--- src/iomh_pkg.sv ---
package iomh_pkg;
  // ---------------------------------------------------------------
  // Word layout
  // ---------------------------------------------------------------
  localparam int ADDR_W = 4;
  localparam int DATA_W = 12;
  localparam int UNIT_W = 4;
  localparam logic [3:0] CTRL_ADDR = 4'hf;
  localparam int BIT_TME = 4;
  localparam int BIT_SYE = 5;
  localparam int BIT_DTE = 6;
  localparam int BIT_ISL = 7;
  localparam int BIT_IEN = 8;
  localparam int NUM_SLOTS = 15;
  // ---------------------------------------------------------------
  // Register map (byte addresses)
  // ---------------------------------------------------------------
  localparam logic [7:0] OFF_CTRL = 8'h00;
  localparam logic [7:0] OFF_STATUS = 8'h04;
  localparam logic [7:0] OFF_LASTWORD = 8'h08;
  localparam logic [1:0] RESP_OKAY = 2'h0;
  localparam logic [1:0] RESP_SLVERR = 2'h2;
  // ---------------------------------------------------------------
  // Timing
  // ---------------------------------------------------------------
  localparam int CLK_MHZ = 200;
  localparam int STROBE_DELAY_NS = 2000;
  localparam int STROBE_DELAY_CYC = (STROBE_DELAY_NS * CLK_MHZ) / 1000;
  localparam int STROBE_MIN_CYC = 4;
  localparam int CNT_W = 12;
  typedef enum logic [2:0] {
    IOMH_IDLE, IOMH_WAIT, IOMH_STROBE, IOMH_RELEASE, IOMH_BUSY
  } iomh_state_t;
endpackage

--- src/iomh_port.sv ---
// The AXI4-Lite slave port and the address map were left to the implementer.
`timescale 1ns/100ps
`default_nettype none
module iomh_port
  import iomh_pkg::*;
(
  // Clock and reset
  input wire logic clk,
  input wire logic rst,
  // Controller side
  input wire logic [iomh_pkg::ADDR_W-1:0] word_addr,
  input wire logic [iomh_pkg::DATA_W-1:0] word_data,
  input wire logic gate_request_n,
  output logic flag_return_n,
  output logic [iomh_pkg::DATA_W-1:0] return_data,
  output logic return_b15,
  // Backplane side
  input wire logic common_timing_flag_n,
  input wire logic [iomh_pkg::DATA_W-1:0] card_in_data,
  input wire logic input_request,
  input wire logic chain_ok,
  output logic data_strobe_pulse,
  output logic [iomh_pkg::ADDR_W-1:0] slot_addr,
  output logic [iomh_pkg::UNIT_W-1:0] unit_select,
  output logic [iomh_pkg::DATA_W-1:0] slot_data,
  output logic timing_mode_select,
  output logic system_output_enable,
  output logic sync_transfer_enable,
  output logic input_direction_select,
  output logic interrupt_arm_enable,
  output logic ctf_drive_n,
  // AXI4-Lite slave
  input wire logic [7:0] s_axi_awaddr,
  input wire logic s_axi_awvalid,
  output logic s_axi_awready,
  input wire logic [31:0] s_axi_wdata,
  input wire logic [3:0] s_axi_wstrb,
  input wire logic s_axi_wvalid,
  output logic s_axi_wready,
  output logic [1:0] s_axi_bresp,
  output logic s_axi_bvalid,
  input wire logic s_axi_bready,
  input wire logic [7:0] s_axi_araddr,
  input wire logic s_axi_arvalid,
  output logic s_axi_arready,
  output logic [31:0] s_axi_rdata,
  output logic [1:0] s_axi_rresp,
  output logic s_axi_rvalid,
  input wire logic s_axi_rready
);
  import iomh_pkg::*;

  // ---------------------------------------------------------------
  // Input synchronisers
  // ---------------------------------------------------------------
  // Gate, timing flag and chain status come from cables.
  logic [2:0] sync1_reg, sync2_reg, sync1_next, sync2_next;
  logic gate_prev_reg, gate_prev_next;
  logic [DATA_W-1:0] in1_reg, in2_reg, in1_next, in2_next;
  logic irq1_reg, irq2_reg, irq1_next, irq2_next;
  logic [ADDR_W-1:0] a1_reg, a2_reg, a1_next, a2_next;
  logic [DATA_W-1:0] d1_reg, d2_reg, d1_next, d2_next;

  always_comb begin
    sync1_next = {chain_ok, common_timing_flag_n, gate_request_n};
    sync2_next = sync1_reg;
    gate_prev_next = sync2_reg[0];
    in1_next = card_in_data;
    in2_next = in1_reg;
    irq1_next = input_request;
    irq2_next = irq1_reg;
    a1_next = word_addr;
    a2_next = a1_reg;
    d1_next = word_data;
    d2_next = d1_reg;
    if (rst) begin
      sync1_next = 3'h3;
      sync2_next = 3'h3;
      gate_prev_next = 1'b1;
    end
  end

  always_ff @(posedge clk) begin
    sync1_reg <= sync1_next;
    sync2_reg <= sync2_next;
    gate_prev_reg <= gate_prev_next;
    in1_reg <= in1_next;
    in2_reg <= in2_next;
    irq1_reg <= irq1_next;
    irq2_reg <= irq2_next;
    a1_reg <= a1_next;
    a2_reg <= a2_next;
    d1_reg <= d1_next;
    d2_reg <= d2_next;
  end

  logic gate_low, gate_fall, ctf_low, chain_good;
  assign gate_low = ~sync2_reg[0];
  assign gate_fall = gate_prev_reg & ~sync2_reg[0];
  assign ctf_low = ~sync2_reg[1];
  assign chain_good = sync2_reg[2];

  // ---------------------------------------------------------------
  // Handshake state machine
  // ---------------------------------------------------------------
  iomh_state_t st_reg, st_next;
  logic [CNT_W-1:0] cnt_reg, cnt_next;
  logic strobe_reg, strobe_next;
  logic flag_n_reg, flag_n_next;
  logic busy_reg, busy_next;
  logic [ADDR_W-1:0] sa_reg, sa_next;
  logic [DATA_W-1:0] sd_reg, sd_next;
  logic [UNIT_W-1:0] unit_reg, unit_next;
  logic [4:0] mode_reg, mode_next;
  logic ctff_n_reg, ctff_n_next;
  logic [15:0] last_reg, last_next;
  logic [7:0] xfer_cnt_reg, xfer_cnt_next;
  logic sw_preset_reg;
  logic auto_flag_n;

  // Leading flag edge trails the strobe by one cycle so the controller never
  // sees processing start before the slots were strobed
  assign auto_flag_n = ~((st_reg == IOMH_STROBE && strobe_reg) || st_reg == IOMH_RELEASE);

  always_comb begin
    st_next = st_reg;
    cnt_next = cnt_reg;
    strobe_next = 1'b0;
    busy_next = busy_reg;
    sa_next = sa_reg;
    sd_next = sd_reg;
    unit_next = unit_reg;
    mode_next = mode_reg;
    ctff_n_next = ctff_n_reg;
    last_next = last_reg;
    xfer_cnt_next = xfer_cnt_reg;
    case (st_reg)
      IOMH_IDLE: begin
        if (gate_fall) begin
          st_next = IOMH_WAIT;
          cnt_next = '0;
          sa_next = a2_reg;
        end
      end
      IOMH_WAIT: begin
        cnt_next = cnt_reg + 12'h001;
        if (cnt_reg == CNT_W'(STROBE_DELAY_CYC - 1)) begin
          st_next = IOMH_STROBE;
          cnt_next = '0;
          last_next = {a2_reg, d2_reg};
          sa_next = a2_reg;
          // Input select leaves the data lines holding their last latched word
          if (!mode_reg[3]) begin
            sd_next = d2_reg;
          end
          if (a2_reg == CTRL_ADDR) begin
            unit_next = d2_reg[UNIT_W-1:0];
            mode_next = d2_reg[BIT_IEN:BIT_TME];
            // Timing flip-flop pulls the shared line unless arm is set
            ctff_n_next = d2_reg[BIT_IEN];
          end
          xfer_cnt_next = xfer_cnt_reg + 8'h01;
        end
      end
      IOMH_STROBE: begin
        strobe_next = 1'b1;
        cnt_next = (cnt_reg == CNT_W'(STROBE_MIN_CYC)) ? cnt_reg : cnt_reg + 12'h001;
        if (!gate_low && cnt_reg == CNT_W'(STROBE_MIN_CYC)) begin
          st_next = IOMH_RELEASE;
          strobe_next = 1'b0;
          cnt_next = '0;
        end
      end
      IOMH_RELEASE: begin
        // Processing time after strobe end, then trailing flag edge
        cnt_next = cnt_reg + 12'h001;
        ctff_n_next = 1'b1;
        if (cnt_reg == CNT_W'(STROBE_MIN_CYC)) begin
          st_next = IOMH_IDLE;
        end
      end
      default: begin
        st_next = IOMH_IDLE;
      end
    endcase
    busy_next = (st_next != IOMH_IDLE);
    if (rst || sw_preset_reg) begin
      st_next = IOMH_IDLE;
      cnt_next = '0;
      strobe_next = 1'b0;
      busy_next = 1'b0;
      sa_next = '0;
      sd_next = '0;
      unit_next = '0;
      mode_next = '0;
      ctff_n_next = 1'b1;
      last_next = '0;
      xfer_cnt_next = '0;
    end
  end

  // Flag follows the shared timing line in timing mode
  always_comb begin
    if (mode_reg[0]) begin
      flag_n_next = ~(ctf_low | ~ctff_n_reg);
    end else begin
      flag_n_next = auto_flag_n;
    end
    if (rst) begin
      flag_n_next = 1'b1;
    end
  end

  always_ff @(posedge clk) begin
    st_reg <= st_next;
    cnt_reg <= cnt_next;
    strobe_reg <= strobe_next;
    flag_n_reg <= flag_n_next;
    busy_reg <= busy_next;
    sa_reg <= sa_next;
    sd_reg <= sd_next;
    unit_reg <= unit_next;
    mode_reg <= mode_next;
    ctff_n_reg <= ctff_n_next;
    last_reg <= last_next;
    xfer_cnt_reg <= xfer_cnt_next;
  end

  // ---------------------------------------------------------------
  // Broadcast outputs and return path
  // ---------------------------------------------------------------
  logic [DATA_W-1:0] ret_next;
  logic ret15_next;
  logic sye_next;

  always_comb begin
    // Input data is presented without any handshake
    ret_next = mode_reg[3] ? in2_reg : d2_reg;
    ret15_next = mode_reg[3] ? irq2_reg : a2_reg[3];
    // Chain break drops enable; latched data stays put
    sye_next = mode_reg[1] & chain_good;
    if (rst) begin
      ret_next = '0;
      ret15_next = 1'b0;
      sye_next = 1'b0;
    end
  end

  always_ff @(posedge clk) begin
    return_data <= ret_next;
    return_b15 <= ret15_next;
    system_output_enable <= sye_next;
  end

  // Mode bits go to every slot, never gated by slot or unit address
  assign timing_mode_select = mode_reg[0];
  assign sync_transfer_enable = mode_reg[2];
  assign input_direction_select = mode_reg[3];
  assign interrupt_arm_enable = mode_reg[4];
  assign flag_return_n = flag_n_reg;
  assign data_strobe_pulse = strobe_reg;
  assign slot_addr = sa_reg;
  assign slot_data = sd_reg;
  assign unit_select = unit_reg;
  assign ctf_drive_n = ctff_n_reg;

  // ---------------------------------------------------------------
  // AXI4-Lite slave
  // ---------------------------------------------------------------
  logic aw_hold_reg, aw_hold_next, w_hold_reg, w_hold_next;
  logic [7:0] awa_reg, awa_next;
  logic [31:0] wd_reg, wd_next;
  logic bv_reg, bv_next, rv_reg, rv_next;
  logic [1:0] br_reg, br_next, rr_reg, rr_next;
  logic [31:0] rd_reg, rd_next;
  logic sw_preset_next;

  always_comb begin
    aw_hold_next = aw_hold_reg;
    w_hold_next = w_hold_reg;
    awa_next = awa_reg;
    wd_next = wd_reg;
    bv_next = bv_reg;
    br_next = br_reg;
    rv_next = rv_reg;
    rr_next = rr_reg;
    rd_next = rd_reg;
    sw_preset_next = 1'b0;
    if (s_axi_awvalid && !aw_hold_reg && !bv_reg) begin
      aw_hold_next = 1'b1;
      awa_next = s_axi_awaddr;
    end
    if (s_axi_wvalid && !w_hold_reg && !bv_reg) begin
      w_hold_next = 1'b1;
      wd_next = s_axi_wdata;
    end
    if (aw_hold_reg && w_hold_reg && !bv_reg) begin
      aw_hold_next = 1'b0;
      w_hold_next = 1'b0;
      bv_next = 1'b1;
      br_next = RESP_SLVERR;
      if (awa_reg == OFF_CTRL) begin
        br_next = RESP_OKAY;
        // Writing bit 0 presets the port as at power-up
        sw_preset_next = wd_reg[0];
      end
    end else if (bv_reg && s_axi_bready) begin
      bv_next = 1'b0;
    end
    if (s_axi_arvalid && !rv_reg) begin
      rv_next = 1'b1;
      rr_next = RESP_OKAY;
      case (s_axi_araddr)
        OFF_CTRL: rd_next = 32'h0;
        OFF_STATUS: rd_next = {8'h0, xfer_cnt_reg, unit_reg, 2'h0, busy_reg,
                               chain_good, 3'h0, mode_reg};
        OFF_LASTWORD: rd_next = {16'h0, last_reg};
        default: begin
          rd_next = 32'h0;
          rr_next = RESP_SLVERR;
        end
      endcase
    end else if (rv_reg && s_axi_rready) begin
      rv_next = 1'b0;
    end
    if (rst) begin
      aw_hold_next = 1'b0;
      w_hold_next = 1'b0;
      awa_next = '0;
      wd_next = '0;
      bv_next = 1'b0;
      br_next = RESP_OKAY;
      rv_next = 1'b0;
      rr_next = RESP_OKAY;
      rd_next = '0;
      sw_preset_next = 1'b0;
    end
  end

  always_ff @(posedge clk) begin
    aw_hold_reg <= aw_hold_next;
    w_hold_reg <= w_hold_next;
    awa_reg <= awa_next;
    wd_reg <= wd_next;
    bv_reg <= bv_next;
    br_reg <= br_next;
    rv_reg <= rv_next;
    rr_reg <= rr_next;
    rd_reg <= rd_next;
    sw_preset_reg <= sw_preset_next;
  end

  assign s_axi_awready = !aw_hold_reg && !bv_reg;
  assign s_axi_wready = !w_hold_reg && !bv_reg;
  assign s_axi_bvalid = bv_reg;
  assign s_axi_bresp = br_reg;
  assign s_axi_arready = !rv_reg;
  assign s_axi_rvalid = rv_reg;
  assign s_axi_rresp = rr_reg;
  assign s_axi_rdata = rd_reg;

  // ---------------------------------------------------------------
  // Checks
  // ---------------------------------------------------------------
  // Delay too long for a plain cycle delay, so the wait is counted here
  logic [CNT_W-1:0] wait_len_reg, wait_len_next;

  always_comb begin
    wait_len_next = wait_len_reg;
    if (st_reg == IOMH_WAIT) begin
      wait_len_next = wait_len_reg + 12'h001;
    end else if (st_reg == IOMH_IDLE) begin
      wait_len_next = '0;
    end
    if (rst) begin
      wait_len_next = '0;
    end
  end

  always_ff @(posedge clk) begin
    wait_len_reg <= wait_len_next;
  end

  property p_strobe_delay;
    @(posedge clk) disable iff (rst)
      $rose(strobe_reg) |-> (wait_len_reg == CNT_W'(STROBE_DELAY_CYC));
  endproperty
  a_strobe_delay: assert property (p_strobe_delay) else $error("strobe late");

  property p_no_early_strobe;
    @(posedge clk) disable iff (rst)
      $rose(gate_low) |-> !strobe_reg [*8];
  endproperty
  a_no_early_strobe: assert property (p_no_early_strobe) else $error("strobe early");

  property p_flag_auto;
    @(posedge clk) disable iff (rst)
      (strobe_reg && !mode_reg[0]) |=> !flag_return_n;
  endproperty
  a_flag_auto: assert property (p_flag_auto) else $error("no flag edge");

  property p_strobe_end;
    @(posedge clk) disable iff (rst)
      (strobe_reg && !gate_low && cnt_reg == CNT_W'(STROBE_MIN_CYC)) |=> !strobe_reg;
  endproperty
  a_strobe_end: assert property (p_strobe_end) else $error("strobe not ended");

  property p_flag_ctf;
    @(posedge clk) disable iff (rst)
      (mode_reg[0] && ctf_low) |=> !flag_return_n;
  endproperty
  a_flag_ctf: assert property (p_flag_ctf) else $error("flag ignores ctf");

  property p_sye_chain;
    @(posedge clk) disable iff (rst)
      !chain_good |=> !system_output_enable;
  endproperty
  a_sye_chain: assert property (p_sye_chain) else $error("sye with broken chain");

  property p_ctrl_only;
    @(posedge clk) disable iff (rst)
      (st_reg == IOMH_WAIT && a2_reg != CTRL_ADDR && !sw_preset_reg) |=> $stable(mode_reg);
  endproperty
  a_ctrl_only: assert property (p_ctrl_only) else $error("mode changed");

  property p_hold;
    @(posedge clk) disable iff (rst)
      (st_reg == IOMH_IDLE && !sw_preset_reg) |=> $stable(sd_reg);
  endproperty
  a_hold: assert property (p_hold) else $error("data not held");

  property p_isl;
    @(posedge clk) disable iff (rst)
      (mode_reg[3] && st_reg != IOMH_IDLE && !sw_preset_reg) |=> $stable(sd_reg);
  endproperty
  a_isl: assert property (p_isl) else $error("output data passed in input mode");
endmodule
`default_nettype wire

--- config.mk ---
export PLATFORM = sky130hd
export DESIGN_NAME = iomh_port
export DESIGN_NICKNAME = d
export VERILOG_FILES = /design/src/iomh_pkg.sv /design/src/iomh_port.sv
export SDC_FILE = /design/constraint.sdc
export NUM_CORES = 1
export LEC_CHECK = 0
export BUFFER_PORTS_ARGS = -buffer_cell sky130_fd_sc_hd__buf_2
export CORE_MARGIN = 5
export CORE_UTILIZATION = 55
export CTS_CLUSTER_DIAMETER = 80
export DETAILED_ROUTE_END_ITERATION = 7
export PLACE_DENSITY = 0.93
export SYNTH_ARGS = -nofsm -noshare
export SYNTH_HDL_FRONTEND = slang
export SYNTH_SLANG_ARGS = --single-unit
export TNS_END_PERCENT = 5
--- constraint.sdc ---
create_clock -name clk -period 3.4 [get_ports clk]
set_input_delay 0.68 -clock clk [delete_from_list [all_inputs] [get_ports clk]]
set_output_delay 0.68 -clock clk [all_outputs]
set_load 0.01 [all_outputs]
==> flow_summary.ini, run 1 <==
[global_routing]
grt_antenna_before_repair = 0
grt_overflow_total = 0
grt_pass1_vias = 5144
grt_pass1_wl_um = 25200
grt_use_total_pct = 22.3
grt_start_max_net_pins = 62

[yosys]
syn_area_mm2 = 0.00641
synth_area_per_cell_um2 = 9.75
ys_warn_count = 0
syn_inst = 658
synth-edff-count = 0
yosysSeqAreaShare_pct = 58.4
synth_seq_cells = 187
synth.distinct_cells = 57
ys.flop_type = dfxtp_1
async_flop_share_pct = 0

[placement]
io_buffers = 127
gp_congestion = 0.842
hpwlAfterDp_um = 10800
place_area_mm2 = 0.00707

[power]
peakVddDrop_v = 0.000515
power_mw = 4.46
power_density_mw_per_mm2 = 581
leakage_nw = 3.24
comb_power_share_pct = 3.8
internal_power_mw = 3.43
power.switching_mw = 1.03
p_clk_share_pct = 44.8
switching_share_pct = 23.0
p_seq_share_pct = 51.3

[floorplanning]
dieArea_mm2 = 0.0139
rows = 39
initial_core_util_pct = 56.2
die_h_um = 118
io_pins = 173
fp.dieW_um = 118
core_mm2 = 0.0114

[setup_path]
critical_path_buf_inv_count = 1
critPathMaxStageDelay_ns = 0.61
worstSetupStartpointType = flip-flop
cp_cell_sequence = inv_1 -> ha_1 -> nor4bb_1 -> a41o_2 -> a211oi_4 -> nand2_1 -> o41ai_1
path_class = reg -> reg
worstPathRequired_ns = 3.72
worstPathArrival_ns = 2.71
setup.worst_path.end_class = flip-flop
rr_startpoint = cnt_reg[0]$_SDFFE_PP0P_
reg2regPathDepth = 7
timing.rr.end = cnt_reg[10]$_SDFFE_PP0P_
ff2ff_setup_slack_ns = 1.02
cp_max_fo = 17
cp_top_family = compound AO/OA/AOI/OAI gates
slowest_stage = a211oi_4

[route]
wl_um = 15600
dr.pass1.iters = 5
vias = 5155
ant_nets = 0
wl_per_cell_um = 16.8
post-route-drc-count = 0
routed_via_density = 5.55
drtIter0Drc = 432

[clock_tree]
clockRootBuffer = clkbuf_16
clock-sinks = 187
insertion_delay_ns = 0.43
cts.clk_slew.worst_paths_ns = 0.07
clock_path_buffers = 2
cts_buffers = 17
postCtsSetupBuffers = 0
cts_tree = built
ctsHoldBuffers = 0
post_cts_resized = 0
cts_max_level = 4

[sta]
max_freq_mhz = 420
worst_slew_pin_slew_ns = 0.808
rsz0062_at_grt = no
slew_viol_final = 0
setup_viol = 0
holdWs_ns = 0.323
hold_viol = 0
period_needed_ns = 2.38
finClkSkew_ns = 0.0113
timing.setup.tns_ns = 0
slew_headroom_pct = 45.7
timing.final.crit_share_pct = 70.1

[flow_run]
drv_cap = 0

[finish]
largest_reg_flops = 24
seqCellArea_mm2 = 0.00374
finalInstanceArea_mm2 = 0.00768
syn2layout_area_growth_pct = 19.7
layout_commonest_cell = dfxtp_1
nets = 867
antenna_cells = 0
nFillCells = 858
drive_gt1_share_pct = 23.3
layout.cells.most_common_list = 187 x dfxtp_1, 127 x buf_2, 84 x nor2_1, 66 x nand2_1, 52 x a21oi_1
multi_input_comb_area_mm2 = 0.00242

[worst_hold_path]
whs_path_depth = 0
whs_endpoint = d2_reg[6]$_DFF_P_
hold_start = d1_reg[6]$_DFF_P_
hold_path.class = reg -> reg

[status]
status = finished, final reports clean
kinds of logic (layout without fill, tap and decap cells):
family                     Yosys count  in the layout  share of synthesized area [%]
and+or+nand+nor                    261            261                           19.5
DFF                                187            187                           58.4
muxes                               34             34                           5.31
buffers and inverters               58            175                           4.51
adders and majority gates            3              3                          0.585
other                                1             11                         0.0585
AOI/OAI and AO/OA                  107            107                           10.8
xor gates and xnor gates             7              7                          0.956
area by class of cell:
cell class	instances	share of cell area (%)
Sequential cell	187	48.8
Multi-Input combinational cell	423	31.5
Tap cell	143	2.33
Timing Repair Buffer	135	9.06
Clock buffer	18	5.59
Clock inverter	13	2.31
Inverter	9	0.440
layer usage:
metal	part of all wire [%]	wire length [um]	global-route usage, %
met1	41	6340	26.0
met2	49	7610	37.9
met3	7.4	1150	6.34
met4	3.4	529	10.3
met5	0	0	0
power groups by stage:
| stage | clock [mW] | combinational, mW | sequential (mW) |
|---|---|---|---|
| after global placement | 0 | 0.164 | 2.34 |
| final | 2.00 | 0.172 | 2.29 |
| after floorplan | 0 | 0.105 | 2.33 |
| after global routing | 2.11 | 0.191 | 2.30 |
| after detailed placement | 0 | 0.170 | 2.34 |
| after CTS | 2.02 | 0.172 | 2.29 |
synthesized netlist by cell type, drive strengths merged (4+ instances only):
cell type / number / area (um2)
a21oi: 52 / 260
a22oi: 24 / 180
a31oi: 5 / 37.5
and2: 5 / 31.3
and3: 6 / 38.8
buf: 22 / 154
clkbuf: 27 / 101
dfxtp: 187 / 3740
inv: 9 / 33.8
mux2i: 34 / 340
nand2: 67 / 254
nand3: 28 / 140
nand4: 12 / 90.1
nor2: 85 / 322
nor2b: 4 / 25.0
nor3: 24 / 120
nor4: 7 / 58.8
o21ai: 6 / 30.0
o31ai: 5 / 37.5
or2: 7 / 43.8
xor2: 4 / 35.0
metrics by stage:
stage          instances  utilization [%]  setup WS [ns]
2_1_floorplan        668                -           1.36
3_3_place_gp         897             61.9           1.00
3_5_place_dp         897             61.9          0.971
4_1_cts              928             67.2           1.03
5_1_grt              928             67.2          0.896
6_report             928             67.2           1.02
worst max path at each step:
stage | start | end | slack (ns) | cells after the start
after floorplan | rst | slot_data[10]$_SDFFE_PP0P_ | 1.36 | 6
after global routing | cnt_reg[0]$_SDFFE_PP0P_ | cnt_reg[10]$_SDFFE_PP0P_ | 0.90 | 7
after CTS | mode_reg[3]$_SDFFE_PP0P_ | input_direction_select | 1.03 | 2
final | cnt_reg[0]$_SDFFE_PP0P_ | cnt_reg[10]$_SDFFE_PP0P_ | 1.02 | 7
after global placement | s_axi_araddr[5] | s_axi_rdata[19]$_SDFFE_PP0P_ | 1.00 | 6
after detailed placement | s_axi_araddr[5] | s_axi_rdata[20]$_SDFFE_PP0P_ | 0.97 | 6
Power figures use the tool's default switching activity.
==> run 2, diff against run 1 <==
--- a/config.mk
+++ b/config.mk
@@ -7,10 +7,10 @@
 export LEC_CHECK = 0
 export BUFFER_PORTS_ARGS = -buffer_cell sky130_fd_sc_hd__buf_2
 export CORE_MARGIN = 5
-export CORE_UTILIZATION = 55
+export CORE_UTILIZATION = 47
 export CTS_CLUSTER_DIAMETER = 80
 export DETAILED_ROUTE_END_ITERATION = 7
-export PLACE_DENSITY = 0.93
+export PLACE_DENSITY = 0.86
 export SYNTH_ARGS = -nofsm -noshare
 export SYNTH_HDL_FRONTEND = slang
 export SYNTH_SLANG_ARGS = --single-unit
==> constraint.sdc (replaced) <==
create_clock -name clk -period 1.9 [get_ports clk]
set_input_delay 0.38 -clock clk [delete_from_list [all_inputs] [get_ports clk]]
set_output_delay 0.38 -clock clk [all_outputs]
set_load 0.01 [all_outputs]
==> run 2 against run 1 <==
Net effect: non-clock buffer count increased by 26; sequential share of layout area is 1.7 points lower; clock skew is 0.0029 ns higher; via count rose by 1.0%; setup slack lost 1.0 ns; highest routed layer unchanged.
==> flow_summary.ini, run 2 (synthesis results as in run 1) <==
[power]
leakage_nw = 3.38
power_density_mw_per_mm2 = 997
peakVddDrop_v = 0.000812

[floorplanning]
initial_core_util_pct = 48.2
rows = 42
fp.dieW_um = 127
die_h_um = 127
io_pins = 173
dieArea_mm2 = 0.0161
core_mm2 = 0.0133

[sta]
rsz0062_at_grt = yes
hold_viol = 0
worst_slew_pin_slew_ns = 0.657
max_freq_mhz = 528
slew_viol_final = 0
finClkSkew_ns = 0.0142
slew_headroom_pct = 56.2
period_needed_ns = 1.89
layout_setup_ws_ns = 0.00532
timing.final.crit_share_pct = 99.7
setup_viol = 0

[finish]
antenna_cells = 0
layout_commonest_cell = dfxtp_1
drive_gt1_share_pct = 27.3
finalInstanceArea_mm2 = 0.00797
syn2layout_area_growth_pct = 24.3
nFillCells = 1109
instances_no_fill = 988
largest_reg_flops = 24
nets = 893
layout.cells.most_common_list = 184 x dfxtp_1, 128 x buf_2, 84 x nor2_1, 65 x nand2_1, 52 x a21oi_1
seqCellArea_mm2 = 0.00375
multi_input_comb_area_mm2 = 0.00245

[route]
wl_per_cell_um = 15.7
routed_via_density = 5.27
ant_nets = 0
vias = 5209
post-route-drc-count = 0
wl_um = 15500
dr.pass1.iters = 5
drtIter0Drc = 461

[setup_path]
setup.worst_path.end_class = flip-flop
rr_startpoint = cnt_reg[2]$_SDFFE_PP0P_
cp-startpoint = cnt_reg[2]$_SDFFE_PP0P_
worstPathRequired_ns = 2.24
path_class = reg -> reg
worstPathArrival_ns = 2.24
worstSetupStartpointType = flip-flop
cp_max_fo = 12

[clock_tree]
cts_buffers = 17
clock_path_buffers = 2
clockRootBuffer = clkbuf_16
cts_max_level = 4
cts_tree = built
cts.clk_slew.worst_paths_ns = 0.08
clock-sinks = 187
insertion_delay_ns = 0.43
ctsHoldBuffers = 0

[placement]
pre_cts_ws_ns = -0.0612
place_area_mm2 = 0.00731
io_buffers = 127
gp_congestion = 0.866
place_inst = 954
hpwlAfterDp_um = 10700

[worst_hold_path]
hold_start = word_data[5]
hold_path.class = in -> reg

[global_routing]
grt_pass1_wl_um = 24600
grt_overflow_total = 0
grt_use_total_pct = 19.0
grt_start_max_net_pins = 62
grt_pass1_vias = 4928
grt_antenna_before_repair = 0

[status]
status = finished, final reports clean

[flow_run]
drv_cap = 0
run 2: cell types whose count changed in the layout (fill, tap and decap cells not counted), moves of 2 or more:
cell and delta:
ha_2 +2, inv_6 +3, clkinv_8 +2, dfxtp_1 -3
dfxtp_4 +2, inv_8 -2, buf_4 +22, ha_1 -2
buf_6 +2
run 2: power breakdown:
group | switching [mW] | leakage [nW] | total (mW) | internal [mW]
Sequential | 0.0620 | 1.54 | 4.09 | 4.03
Clock | 1.64 | 0.290 | 3.53 | 1.89
Combinational | 0.197 | 1.55 | 0.324 | 0.127
Total | 1.90 | 3.38 | 7.94 | 6.04
run 2: path summary, 6_finish.rpt:
check	endpoint	slack, ns	depth (start not counted)
hold / removal	d1_reg[5]$_DFF_P_	0.05	1
hold reg to reg	in2_reg[6]$_DFF_P_	0.33	0
setup / recovery	cnt_reg[4]$_SDFFE_PP0P_	0.005	5
setup reg to reg	cnt_reg[4]$_SDFFE_PP0P_	0.005	5
run 2: area by class of cell:
cell class	instances	share of cell area, %
Multi-Input combinational cell	423	30.8
Sequential cell	187	47.1
Inverter	9	0.424
Clock inverter	14	2.20
Clock buffer	18	5.38
Tap cell	176	2.76
Timing Repair Buffer	161	11.4
run 2: what timing repair did:
item                                    4_1_cts  5_1_grt
buffers inserted                              0        1
resized for setup                             3       10
gates cloned                                  0        1
endpoints found under the setup margin       15       25
pin swaps                                     0        6
run 2: routing by layer:
layer	part of all wire (%)	track usage, %
met1	43	25.0
met2	47	29.9
met3	7.6	5.30
met4	2.0	7.07
met5	0	0
run 2: worst max-delay path, stage by stage (launching register included):
cell	delay, ns
dfxtp_1	0.45
nor3b_1	0.33
and3b_1	0.34
a31o_2	0.37
o21ai_0	0.16
a21oi_1	0.15
run 2: through the flow:
| stage | setup TNS (ns) | util, % | power [mW] | hold slack [ns] |
|---|---|---|---|---|
| CTS | -0.00905 | 59.6 | 8.00 | 0.0339 |
| global placement | 0 | 55.0 | 4.49 | 0.310 |
| global route | -0.397 | 60.0 | 8.26 | 0.0285 |
| finish | 0 | 60.0 | 7.94 | 0.0500 |
| detailed placement | -0.382 | 55.0 | 4.50 | 0.312 |
| floorplan | 0 | - | 4.36 | 0.310 |
==> run 3, diff against run 2 <==
--- a/config.mk
+++ b/config.mk
@@ -11,6 +11,7 @@
 export CTS_CLUSTER_DIAMETER = 80
 export DETAILED_ROUTE_END_ITERATION = 7
 export PLACE_DENSITY = 0.86
+export SETUP_SLACK_MARGIN = 0.05
 export SYNTH_ARGS = -nofsm -noshare
 export SYNTH_HDL_FRONTEND = slang
 export SYNTH_SLANG_ARGS = --single-unit
==> run 3 against run 2 <==
Net effect: clock-buffer cell count up 1; hold slack got worse by 0.0037 ns; wire length shrank 0.48%; first-iteration DRC count fell by 28%; largest cell class unchanged.
==> flow_summary.ini, run 3 (synthesis results as in run 1) <==
[floorplanning]
rows = 42
fp.dieW_um = 127
core_mm2 = 0.0133
die_h_um = 127
io_pins = 173
initial_core_util_pct = 48.2
dieArea_mm2 = 0.0161

[finish]
drive_gt1_share_pct = 28.0
final_util_pct = 60.4
layout_commonest_cell = dfxtp_1
syn2layout_area_growth_pct = 25.3
nets = 892
nFillCells = 1070
largest_reg_flops = 24
antenna_cells = 0
layout.cells.most_common_list = 183 x dfxtp_1, 127 x buf_2, 84 x nor2_1, 65 x nand2_1, 51 x a21oi_1
finalInstanceArea_mm2 = 0.00804

[sta]
hold_viol = 0
rsz0062_at_grt = yes
slew_headroom_pct = 58.2
timing.final.crit_share_pct = 98.6
timing.setup.tns_ns = 0
finClkSkew_ns = 0.00887
layout_setup_ws_ns = 0.0272
period_needed_ns = 1.87
worst_slew_pin_slew_ns = 0.627
setup_viol = 0
slew_viol_final = 0
max_freq_mhz = 534

[power]
comb_power_share_pct = 4.1
peakVddDrop_v = 0.000794
p_clk_share_pct = 43.9
power.switching_mw = 1.90
switching_share_pct = 24.2
internal_power_mw = 5.96
leakage_nw = 3.41
p_seq_share_pct = 52.0
power_density_mw_per_mm2 = 979

[route]
post-route-drc-count = 0
ant_nets = 0
routed_via_density = 5.23
drtIter0Drc = 330
dr.pass1.iters = 5
wl_um = 15500
wl_per_cell_um = 15.7
vias = 5161

[global_routing]
grt_start_max_net_pins = 62
grt_pass1_wl_um = 24400
grt_pass1_vias = 4901
grt_use_total_pct = 19.0
grt_overflow_total = 0
grt_antenna_before_repair = 0

[setup_path]
cp_max_fo = 12
slowest_stage = or3_4
critPathMaxStageDelay_ns = 0.40
worstPathRequired_ns = 2.20
worstPathArrival_ns = 2.17
cp_cell_sequence = nor4_4 -> nand4_4 -> or3_4 -> buf_12 -> mux2i_1 -> nor2_1
reg2regPathDepth = 6
setup.worst_path.end_class = flip-flop
worstSetupStartpointType = flip-flop
path_class = reg -> reg

[clock_tree]
cts_max_level = 4
cts_buffers = 17
insertion_delay_ns = 0.43
clock-sinks = 187
clockRootBuffer = clkbuf_16
cts.clk_slew.worst_paths_ns = 0.08
clock_path_buffers = 2
cts_tree = built

[worst_hold_path]
hold_path.class = in -> reg
whs_path_depth = 1

[placement]
gp_congestion = 0.888
hpwlAfterDp_um = 10800
place_area_mm2 = 0.00732
io_buffers = 127
pre_cts_ws_ns = 0.0243

[flow_run]
drv_cap = 0

[status]
status = finished, final reports clean
==> run 3: path summary, 6_finish.rpt <==
path | startpoint | end | slack, ns
setup / recovery | cnt_reg[9]$_SDFFE_PP0P_ | slot_data[5]$_SDFFE_PP0P_ | 0.03
hold / removal | card_in_data[10] | in1_reg[10]$_DFF_P_ | 0.05
setup reg to reg | cnt_reg[9]$_SDFFE_PP0P_ | slot_data[5]$_SDFFE_PP0P_ | 0.03
hold reg to reg | a1_reg[3]$_DFF_P_ | a2_reg[3]$_DFF_P_ | 0.33
==> run 3: what timing repair did <==
item	in CTS	in global routing
cloned	0	1
endpoints found under the hold margin	0	0
pin swaps	0	7
gates resized for setup	3	23
hold buffers	0	0
setup endpoints to repair	22	56
setup buffers	0	2
==> run 3: metrics by stage <==
stage	instances	hold WS (ns)	total power [mW]
4_1_cts	984	0.0295	7.93
3_5_place_dp	952	0.312	4.50
3_3_place_gp	952	0.310	4.49
6_report	987	0.0463	7.87
5_1_grt	987	0.0202	8.15
2_1_floorplan	668	0.310	4.36
==> run 3: final cells by class <==
cell class	instances	area [um2]	share of cell area, %
clock buffer	19	443	5.51
sequential	187	3750	46.7
clock inverter	13	150	1.87
timing repair buffer	160	932	11.6
tap	176	220	2.74
inverter	9	33.8	0.420
multi-input combinational	423	2510	31.2
==> run 3: critical path: cells and delay by family, from the launching register on <==
family	cells	cell delay, ns
AND/OR/NAND/NOR	4	1.07
buffers and inverters	1	0.16
flip-flops	1	0.35
multiplexers	1	0.15
==> run 3: power by group through the flow <==
stage / clock network (mW) / logic, mW / registers [mW]
6_report: 3.45 / 0.325 / 4.09
5_1_grt: 3.69 / 0.362 / 4.10
4_1_cts: 3.51 / 0.323 / 4.09
3_5_place_dp: 0 / 0.321 / 4.18
3_3_place_gp: 0 / 0.312 / 4.18
2_1_floorplan: 0 / 0.188 / 4.17
==> run 3: layer usage <==
metal / wire (um) / part of all wire, % / up-vias / global-route usage [%]
li1: - / - / 2532 / -
met1: 6630 / 43 / 2410 / 24.4
met2: 7250 / 47 / 188 / 30.0
met3: 1150 / 7.5 / 31 / 5.17
met4: 422 / 2.7 / 0 / 8.52
met5: 0 / 0 / - / 0
